--- config.mk ---
export PLATFORM = sky130hd
export DESIGN_NAME = dpc_core
export DESIGN_NICKNAME = d
export VERILOG_FILES = /design/src/dpc_pkg.sv /design/src/dpc_core.sv
export VERILOG_INCLUDE_DIRS = /design/src
export SDC_FILE = /design/constraint.sdc
export NUM_CORES = 1
export LEC_CHECK = 0
export BUFFER_PORTS_ARGS = -buffer_cell sky130_fd_sc_hd__buf_4
export CAP_MARGIN = 15
export CORE_MARGIN = 5
export CORE_UTILIZATION = 60
export DETAILED_ROUTE_END_ITERATION = 7
export GPL_TIMING_DRIVEN = 0
export PLACE_DENSITY_LB_ADDON = 0.25
export SETUP_SLACK_MARGIN = 0.2
export SKIP_CTS_REPAIR_TIMING = 1
export SKIP_LAST_GASP = 1
export SYNTH_ARGS = -nofsm -noshare
export SYNTH_HDL_FRONTEND = slang
export SYNTH_SLANG_ARGS = --single-unit
--- constraint.sdc ---
create_clock -name sys_clk -period 7 [get_ports sys_clk]
set_input_delay 0.7 -clock sys_clk [delete_from_list [all_inputs] [get_ports sys_clk]]
set_output_delay 0.7 -clock sys_clk [all_outputs]
set_load 0.02 [all_outputs]
--- src/dpc_defines.svh ---
// Constants for the synthesis pin control block.
// Assumes inclusion by bare name from the package and the design file.
`ifndef DPC_DEFINES_SVH
`define DPC_DEFINES_SVH
`define DPC_ACC_W 28
`define DPC_PHASE_W 12
`define DPC_WORD_W 16
`define DPC_BITCNT_W 5
`define DPC_BITS_PER_WORD 5'h10
`define DPC_ADDR_W 3
`define DPC_ADDR_FREQ_A 3'h0
`define DPC_ADDR_FREQ_B 3'h1
`define DPC_ADDR_PHASE_A 3'h2
`define DPC_ADDR_PHASE_B 3'h3
`define DPC_ADDR_CTRL 3'h4
`define DPC_ADDR_STATUS 3'h5
`define DPC_ADDR_LAST_WORD 3'h6
`define DPC_CTRL_FREQ_SEL 0
`define DPC_CTRL_PHASE_SEL 1
`define DPC_CTRL_FREQ_SRC 2
`define DPC_CTRL_PHASE_SRC 3
`define DPC_CTRL_POWERDOWN 4
`define DPC_CTRL_LOUT_EN 5
`define DPC_CTRL_LOUT_SRC 6
`define DPC_CTRL_RESET 7'h00
`define DPC_FREQ_RESET 28'h0000000
`define DPC_PHASE_RESET 12'h000
`endif

--- src/dpc_pkg.sv ---
// Types for the synthesis pin control block.
// Assumes dpc_defines.svh is on the include path.
`include "dpc_defines.svh"
package dpc_pkg;
  typedef enum logic [1:0] {
    DPC_IDLE = 2'b01,
    DPC_SHIFT = 2'b10
  } dpc_ser_state_t;

  typedef struct packed {
    logic freq_select_bit;
    logic phase_select_bit;
    logic freq_src_bit;
    logic phase_src_bit;
    logic dac_powerdown_bit;
    logic logic_out_enable;
    logic logic_out_source_sel;
  } dpc_ctrl_t;

  typedef struct packed {
    logic [`DPC_ACC_W-1:0] freq_word_a;
    logic [`DPC_ACC_W-1:0] freq_word_b;
    logic [`DPC_PHASE_W-1:0] phase_offset_a;
    logic [`DPC_PHASE_W-1:0] phase_offset_b;
    dpc_ctrl_t ctrl;
  } dpc_regs_t;

  typedef struct packed {
    logic [1:0] sclk_sync;
    logic [1:0] frame_sync_n_sync;
    logic [1:0] serial_data_in_sync;
    logic [1:0] freq_select_bit_sync;
    logic [1:0] psel_sync;
    logic [1:0] rst_sync;
    logic [1:0] sleep_sync;
    logic [1:0] vin_sync;
    logic sclk_prev;
  } dpc_sync_t;
endpackage : dpc_pkg

--- src/dpc_core.sv ---
// Pin control logic of a direct digital synthesis generator.
// Assumes the serial, select, reset, sleep and comparator pins are asynchronous to sys_clk and that sys_clk is the master clock.
// Summary of operation
// (RQ1) Master clock alone times the datapath.
// (RQ2) Frequency select chooses word a or b.
// (RQ3) Host holds pin fixed when bit selects.
// (RQ4) Phase select chooses offset a or b.
// (RQ5) Host holds phase pin fixed when bit selects.
// (RQ6) Reset input clears accumulator, output midscale.
// (RQ7) Reset input leaves addressable registers alone.
// (RQ8) Sleep input high powers down converter.
// (RQ9) Sleep input equals power-down control bit.
// (RQ10) Each serial transfer carries one 16-bit word.
// (RQ11) Sample serial data on clock falling edges.
// (RQ12) Frame sync low starts a fresh word.
// (RQ13) Logic output driven only when enabled.
// (RQ14) Source select picks comparator or accumulator MSB.
// (RQ15) Enabled comparator source routes comparator input.
// (RQ16) 28-bit accumulator adds word, wraps.
// (RQ17) 12-bit offset added to accumulator MSBs.
// (RQ18) Sine phase is upper 12 bits.
// (RQ19) MSB first, complete after sixteenth edge.
// (RQ20) Select pins sampled on master clock.
//
// Local design decisions: the register addresses and the plain strobed port.
`timescale 1ns/1ps
`include "dpc_defines.svh"
module dpc_core (
  // Master clock and its reset.
  input wire logic sys_clk,
  input wire logic rst_n,
  // Serial link pins, asynchronous to sys_clk.
  input wire logic serial_clk,
  input wire logic serial_data_in,
  input wire logic frame_sync_n,
  // Select, datapath reset, sleep and comparator pins.
  input wire logic freq_select_pin,
  input wire logic phase_select_pin,
  input wire logic dp_reset,
  input wire logic sleep,
  input wire logic comparator_input,
  // Register port on sys_clk.
  input wire logic [`DPC_ADDR_W-1:0] reg_addr,
  input wire logic [31:0] reg_wdata,
  input wire logic reg_wr,
  input wire logic reg_rd,
  output logic [31:0] reg_rdata,
  // Received word and datapath outputs.
  output logic [`DPC_WORD_W-1:0] serial_word,
  output logic serial_word_valid,
  output logic [`DPC_PHASE_W-1:0] sine_phase,
  output logic dac_powerdown,
  output logic square_logic_out,
  output logic square_logic_out_oe_n
);

  // ==========================================================================
  // State
  // ==========================================================================
  typedef struct packed {
    dpc_pkg::dpc_sync_t sync;
    dpc_pkg::dpc_regs_t regs;
    dpc_pkg::dpc_ser_state_t ser_state;
    logic [`DPC_WORD_W-1:0] shift;
    logic [`DPC_BITCNT_W-1:0] bit_cnt;
    logic [`DPC_WORD_W-1:0] word;
    logic word_valid;
    logic word_seen;
    logic [`DPC_ACC_W-1:0] acc;
    logic [`DPC_PHASE_W-1:0] phase;
    logic pd;
    logic lout;
    logic lout_oe_n;
    logic [31:0] rdata;
  } dpc_state_t;

  dpc_state_t st_q;
  dpc_state_t st_d;

  logic freq_select_bit_eff;
  logic psel_eff;
  logic [`DPC_ACC_W-1:0] step;
  logic [`DPC_PHASE_W-1:0] offset;
  logic sclk_fall;
  logic dp_clear;

  // ==========================================================================
  // Datapath selection
  // ==========================================================================
  always_comb begin
    // The control bit overrides the pin only when its source bit is set.
    freq_select_bit_eff = st_q.regs.ctrl.freq_src_bit ? st_q.regs.ctrl.freq_select_bit : st_q.sync.freq_select_bit_sync[1]; // RQ3 RQ20
    psel_eff = st_q.regs.ctrl.phase_src_bit ? st_q.regs.ctrl.phase_select_bit : st_q.sync.psel_sync[1]; // RQ5 RQ20
    step = freq_select_bit_eff ? st_q.regs.freq_word_b : st_q.regs.freq_word_a; // RQ2
    offset = psel_eff ? st_q.regs.phase_offset_b : st_q.regs.phase_offset_a; // RQ4
    sclk_fall = st_q.sync.sclk_prev & ~st_q.sync.sclk_sync[1]; // RQ11
    dp_clear = st_q.sync.rst_sync[1];
  end

  // ==========================================================================
  // Next state
  // ==========================================================================
  always_comb begin
    st_d = st_q;

    // ========================================================================
    // Pin synchronisers
    // ========================================================================
    // Only the second stage is read anywhere, so a metastable first stage
    // never reaches the receiver or the datapath.
    st_d.sync.sclk_sync = {st_q.sync.sclk_sync[0], serial_clk};
    st_d.sync.frame_sync_n_sync = {st_q.sync.frame_sync_n_sync[0], frame_sync_n};
    st_d.sync.serial_data_in_sync = {st_q.sync.serial_data_in_sync[0], serial_data_in};
    st_d.sync.freq_select_bit_sync = {st_q.sync.freq_select_bit_sync[0], freq_select_pin};
    st_d.sync.psel_sync = {st_q.sync.psel_sync[0], phase_select_pin};
    st_d.sync.rst_sync = {st_q.sync.rst_sync[0], dp_reset};
    st_d.sync.sleep_sync = {st_q.sync.sleep_sync[0], sleep};
    st_d.sync.vin_sync = {st_q.sync.vin_sync[0], comparator_input};
    st_d.sync.sclk_prev = st_q.sync.sclk_sync[1];
    st_d.word_valid = 1'b0;

    // ========================================================================
    // Serial receiver
    // ========================================================================
    // The data is sampled a few master cycles after the
    // falling edge, so the serial clock must be slow relative to sys_clk.
    case (st_q.ser_state)
      dpc_pkg::DPC_IDLE: begin
        if (!st_q.sync.frame_sync_n_sync[1]) begin
          st_d.ser_state = dpc_pkg::DPC_SHIFT; // RQ12
          st_d.bit_cnt = '0;
        end
      end
      dpc_pkg::DPC_SHIFT: begin
        if (st_q.sync.frame_sync_n_sync[1]) begin
          // Frame ended early: a partial word is dropped.
          st_d.ser_state = dpc_pkg::DPC_IDLE;
        end else if (sclk_fall && st_q.bit_cnt != `DPC_BITS_PER_WORD) begin
          st_d.shift = {st_q.shift[`DPC_WORD_W-2:0], st_q.sync.serial_data_in_sync[1]}; // RQ19
          st_d.bit_cnt = st_q.bit_cnt + 5'h01;
          if (st_q.bit_cnt == `DPC_BITS_PER_WORD - 5'h01) begin
            st_d.word = {st_q.shift[`DPC_WORD_W-2:0], st_q.sync.serial_data_in_sync[1]}; // RQ10
            st_d.word_valid = 1'b1;
            st_d.word_seen = 1'b1;
          end
        end
      end
      default: begin
        st_d.ser_state = dpc_pkg::DPC_IDLE;
      end
    endcase

    // ========================================================================
    // Register writes
    // ========================================================================
    // The datapath reset input never touches these.
    if (reg_wr) begin // RQ7
      case (reg_addr)
        `DPC_ADDR_FREQ_A: st_d.regs.freq_word_a = reg_wdata[`DPC_ACC_W-1:0];
        `DPC_ADDR_FREQ_B: st_d.regs.freq_word_b = reg_wdata[`DPC_ACC_W-1:0];
        `DPC_ADDR_PHASE_A: st_d.regs.phase_offset_a = reg_wdata[`DPC_PHASE_W-1:0];
        `DPC_ADDR_PHASE_B: st_d.regs.phase_offset_b = reg_wdata[`DPC_PHASE_W-1:0];
        `DPC_ADDR_CTRL: begin
          st_d.regs.ctrl.freq_select_bit = reg_wdata[`DPC_CTRL_FREQ_SEL];
          st_d.regs.ctrl.phase_select_bit = reg_wdata[`DPC_CTRL_PHASE_SEL];
          st_d.regs.ctrl.freq_src_bit = reg_wdata[`DPC_CTRL_FREQ_SRC];
          st_d.regs.ctrl.phase_src_bit = reg_wdata[`DPC_CTRL_PHASE_SRC];
          st_d.regs.ctrl.dac_powerdown_bit = reg_wdata[`DPC_CTRL_POWERDOWN];
          st_d.regs.ctrl.logic_out_enable = reg_wdata[`DPC_CTRL_LOUT_EN];
          st_d.regs.ctrl.logic_out_source_sel = reg_wdata[`DPC_CTRL_LOUT_SRC];
        end
        default: begin
        end
      endcase
    end

    // ========================================================================
    // Read-back
    // ========================================================================
    // Read data stands only in the cycle after the strobe.
    st_d.rdata = 32'h0000_0000;
    if (reg_rd) begin
      case (reg_addr)
        `DPC_ADDR_FREQ_A: st_d.rdata[`DPC_ACC_W-1:0] = st_q.regs.freq_word_a;
        `DPC_ADDR_FREQ_B: st_d.rdata[`DPC_ACC_W-1:0] = st_q.regs.freq_word_b;
        `DPC_ADDR_PHASE_A: st_d.rdata[`DPC_PHASE_W-1:0] = st_q.regs.phase_offset_a;
        `DPC_ADDR_PHASE_B: st_d.rdata[`DPC_PHASE_W-1:0] = st_q.regs.phase_offset_b;
        `DPC_ADDR_CTRL: begin
          st_d.rdata[`DPC_CTRL_FREQ_SEL] = st_q.regs.ctrl.freq_select_bit;
          st_d.rdata[`DPC_CTRL_PHASE_SEL] = st_q.regs.ctrl.phase_select_bit;
          st_d.rdata[`DPC_CTRL_FREQ_SRC] = st_q.regs.ctrl.freq_src_bit;
          st_d.rdata[`DPC_CTRL_PHASE_SRC] = st_q.regs.ctrl.phase_src_bit;
          st_d.rdata[`DPC_CTRL_POWERDOWN] = st_q.regs.ctrl.dac_powerdown_bit;
          st_d.rdata[`DPC_CTRL_LOUT_EN] = st_q.regs.ctrl.logic_out_enable;
          st_d.rdata[`DPC_CTRL_LOUT_SRC] = st_q.regs.ctrl.logic_out_source_sel;
        end
        // Status samples live state; a write to its index is ignored.
        `DPC_ADDR_STATUS: begin
          st_d.rdata[0] = freq_select_bit_eff;
          st_d.rdata[1] = psel_eff;
          st_d.rdata[2] = dp_clear;
          st_d.rdata[3] = st_q.pd;
          st_d.rdata[4] = st_q.word_seen;
        end
        `DPC_ADDR_LAST_WORD: st_d.rdata[`DPC_WORD_W-1:0] = st_q.word;
        default: st_d.rdata = 32'h0000_0000;
      endcase
    end

    // ========================================================================
    // Phase datapath
    // ========================================================================
    // Phase accumulator and offset adder, both on sys_clk only.
    // The adder reads last cycle's accumulator, so sine_phase trails acc by
    // one clock; both clear together, so the pair never disagrees on reset.
    if (dp_clear) begin
      st_d.acc = '0; // RQ6
      st_d.phase = '0; // RQ6
    end else begin
      st_d.acc = st_q.acc + step; // RQ1 RQ16
      st_d.phase = st_q.acc[`DPC_ACC_W-1 -: `DPC_PHASE_W] + offset; // RQ17 RQ18
    end

    // ========================================================================
    // Converter and logic output
    // ========================================================================
    // Either source powers the converter down; neither can keep it up
    // against the other.
    st_d.pd = st_q.sync.sleep_sync[1] | st_q.regs.ctrl.dac_powerdown_bit; // RQ8 RQ9
    // A disabled output keeps following the accumulator MSB, so enabling it
    // never shows a stale comparator level.
    st_d.lout_oe_n = ~st_q.regs.ctrl.logic_out_enable; // RQ13
    if (st_q.regs.ctrl.logic_out_enable && st_q.regs.ctrl.logic_out_source_sel) begin
      st_d.lout = st_q.sync.vin_sync[1]; // RQ14 RQ15
    end else begin
      st_d.lout = st_q.acc[`DPC_ACC_W-1]; // RQ14
    end
  end

  // ==========================================================================
  // Registers
  // ==========================================================================
  always_ff @(posedge sys_clk or negedge rst_n) begin
    if (!rst_n) begin
      st_q <= '0;
      // Synchronisers of idle-high pins reset high, so the release of reset
      // shows no false serial clock edge or frame start.
      st_q.sync.sclk_sync <= 2'h3;
      st_q.sync.frame_sync_n_sync <= 2'h3;
      st_q.sync.sclk_prev <= 1'b1;
      st_q.ser_state <= dpc_pkg::DPC_IDLE;
      st_q.regs.freq_word_a <= `DPC_FREQ_RESET;
      st_q.regs.freq_word_b <= `DPC_FREQ_RESET;
      st_q.regs.phase_offset_a <= `DPC_PHASE_RESET;
      st_q.regs.phase_offset_b <= `DPC_PHASE_RESET;
      st_q.regs.ctrl <= `DPC_CTRL_RESET;
      st_q.lout_oe_n <= 1'b1;
    end else begin
      st_q <= st_d;
    end
  end

  assign reg_rdata = st_q.rdata;
  assign serial_word = st_q.word;
  assign serial_word_valid = st_q.word_valid;
  assign sine_phase = st_q.phase;
  assign dac_powerdown = st_q.pd;
  assign square_logic_out = st_q.lout;
  assign square_logic_out_oe_n = st_q.lout_oe_n;

endmodule : dpc_core

==> reports/qor.txt <==
Outcome: complete, no violations
RSZ-0062 raised after global routing: no
Placed Cells incl. Taps: 1,326
Clk_skew: 0.008885 ns
Worst skew pair latency: 0.51 ns
Max_slew headroom: 0.3545
Mapped Area: 11,190 µm²
Max Cap Violations: 0
Area delta synth->final: 16.12%
Hold Vio Cnt, Final: 0
Number of synthesized flops with an enable pin: 0
Routed WL: 27,090 µm
Post-route DRC: 0
Total GRT Usage: 0.2516
Die width: 146.6 µm
Maximum VDD drop: 268.4 µV
Final worst-path cycle share: 0.6317
Layout cells sized above 1: 0.3501
Sum of buffers and inverters on the critical path: 3
Startpoint type of the worst setup path: register
Ys async rst share: 1.000
Die H: 146.6 µm
Die area: 21,490 µm²
Yosys top cell area share: 0.4650
Setup TNS: 0 ns
Core box area: 18,520 µm²
Worst-margin pin slew: 0.9629 ns
Antenna cells: 0
Cells after Synth: 988
CP arrival: 4.81 ns
Minimum clock period: 4.422 ns
CTS Buf Count: 23
Setup CP Type: reg -> reg
FP Rows: 50
Slowest cell on crit path: buf_1
Most instantiated cells after synthesis: 208 x dfrtp_1, 153 x mux2_2, 83 x nand2_1
Placed cell area: 12,280 µm²
DRT iter0 DRCs: 740
CTS tree: yes
Cell with the most instances after synthesis: dfrtp_1
Vias in the first global route: 7,873
Num ports: 111
Vias post-DR: 7,865
Register bit count reported by yosys: 215
Clock sink count: 215
Critical path fanouts, max: 10
Total Nets Final: 1,210
Req. time, crit path: 7.39 ns
Worst Hold Class: in -> async
Synth cell types: 64
Initial antenna violation count: 0
Vias per std cell: 5.762
Final cell count without fillers: 1,365
Bufs on Longest Clock Path: 3
Crit path cell chain: mux2i_1 -> buf_2 -> buf_1 -> mux2_2 -> ha_1 -> clkbuf_1 -> a21o_1 -> a31oi_1 -> o21ai_0 -> a221o_1 -> a21oi_1 -> o31a_1 -> mux2_1
Reg clk slew, reported paths: 0.06 ns
Largest net degree at the start of global routing: 126
Antenna Nets Post-Route: 0
Final setup vio count: 0
Main synth FF type: dfrtp_1
First-pass GRT wire length: 42,920 µm
Area leader, netlist: dfrtp_1
IO buf count: 100
Crit path capture type: register
FMAX: 0.2261 GHz
GR Overflow Total: 0
Max-slew violations: 0
Synth warn: 0
Power per cell area: 345.8 nW/µm²
Post-Layout Inst Area: 13,000 µm²
Top post-synthesis cells by area: dfrtp_1 46%, mux2_2 15%, ha_1 4.9%
Clock root buffer: clkbuf_16
Top delay family on crit path: buffers and inverters
Syn Area/Cell: 11.33 µm²
Largest stage delay, worst path: 0.74 ns
Hpwl dp: 19,580 µm
Seq/Total Area, Yosys: 0.4814
H-Tree Depth: 1
Final Util: 0.7020
GP Congestion: 0.9374
Total chip power: 4.495 mW
DRT Pass-1 Iters: 5
Starting Density: 0.6045
Lkg Pwr: 6.294 nW
Wire per inst: 19.84 µm
registers in the layout (all words and copies together), names as in the netlist, 9 cells and up:
signal,count
st_q,145
serial_word,16
st_d,9
sine_phase,12
reg_rdata,28
layout make-up:
type / instances / area [µm²]
tap: 234 / 292.8
fill: 1411 / 5519
inverter: 16 / 60.06
clock inverter: 8 / 68.82
multi-input combinational: 655 / 5096
clock buffer: 31 / 645.6
timing repair buffer: 101 / 785.8
buffer: 105 / 660.6
sequential: 215 / 5389
worst register-to-register path, cell delays in order (launching register included):
cell      delay, ns
dfrtp_1        0.44
mux2i_1        0.33
buf_2          0.35
buf_1          0.75
mux2_2         0.42
ha_1           0.27
clkbuf_1       0.19
a21o_1         0.22
a31oi_1        0.23
o21ai_0        0.12
a221o_1        0.32
a21oi_1        0.13
o31a_1         0.20
mux2_1         0.33
power breakdown:
| group | switching (mW) | internal [mW] |
|---|---|---|
| sequential | 0.145 | 1.47 |
| clock | 0.489 | 0.680 |
| combinational | 0.917 | 0.790 |
cell usage in the layout (no fill, tap or decap), types with 8 or more instances in the layout:
cell | Yosys | final
o21ai_0 | 31 | 31
a21o_1 | 12 | 12
buf_2 | 14 | 14
nor2_1 | 74 | 74
a21oi_1 | 42 | 42
nor3_1 | 9 | 9
buf_4 | 62 | 161
nor2b_1 | 21 | 21
xor2_1 | 10 | 10
dfrtp_1 | 208 | 208
and2_1 | 12 | 12
xnor2_1 | 18 | 18
clkbuf_16 | 0 | 23
ha_1 | 44 | 44
mux2i_1 | 27 | 27
mux2_2 | 153 | 153
nand2_1 | 83 | 83
clkbuf_1 | 19 | 23
o21a_1 | 8 | 8
nand2b_1 | 8 | 8
nand3_1 | 9 | 9
a31oi_1 | 8 | 8
inv_1 | 16 | 16
per-stage QoR:
| stage | setup WS (ns) | hold slack [ns] |
|---|---|---|
| finish | 2.578 | 0.1846 |
| global route | 2.390 | 0.2376 |
| CTS | 2.630 | 0.2406 |
| detailed placement | 2.657 | 0.3396 |
| global placement | 2.634 | 0.3327 |
| floorplan | 3.564 | 0.3312 |
worst paths after layout:
| path | startpoint | to | slack, ns | depth (start not counted) |
|---|---|---|---|---|
| hold reg to reg | st_d[209]$_DFF_PN0_ | dp_clear$_DFF_PN0_ | 0.35 | 0 |
| min in group sys_clk | phase_select_pin | st_d[211]$_DFF_PN0_ | 0.30 | 1 |
| setup / recovery | st_q[120]$_DFFE_PN0P_ | st_q[74]$_DFF_PN0_ | 2.58 | 13 |
| hold / removal | rst_n | st_q[205]$_DFF_PN0_ | 0.18 | 1 |
| setup reg to reg | st_q[120]$_DFFE_PN0P_ | st_q[74]$_DFF_PN0_ | 2.58 | 13 |
| max in group asynchronous | rst_n | st_q[130]$_DFFE_PN0P_ | 5.75 | 2 |
cells by family after synthesis:
family	count (synthesis)	synth area share
xor+xnor	28	0.02191
buf+inv	121	0.06438
fa+ha+maj	46	0.05276
mux	187	0.1894
compound gates	151	0.08953
other cells	1	0.0003350
flops	215	0.4814
simple gates	239	0.1003
routing by layer:
metal / up-vias / wire [µm] / track usage
met1: 3910 / 12250 / 0.3636
met3: 56 / 1429 / 0.03973
li1: 3640 / - / -
met2: 259 / 12490 / 0.3973
met4: 0 / 911 / 0.07244
met5: - / 0 / 0
(Power assumes the default switching activity.)
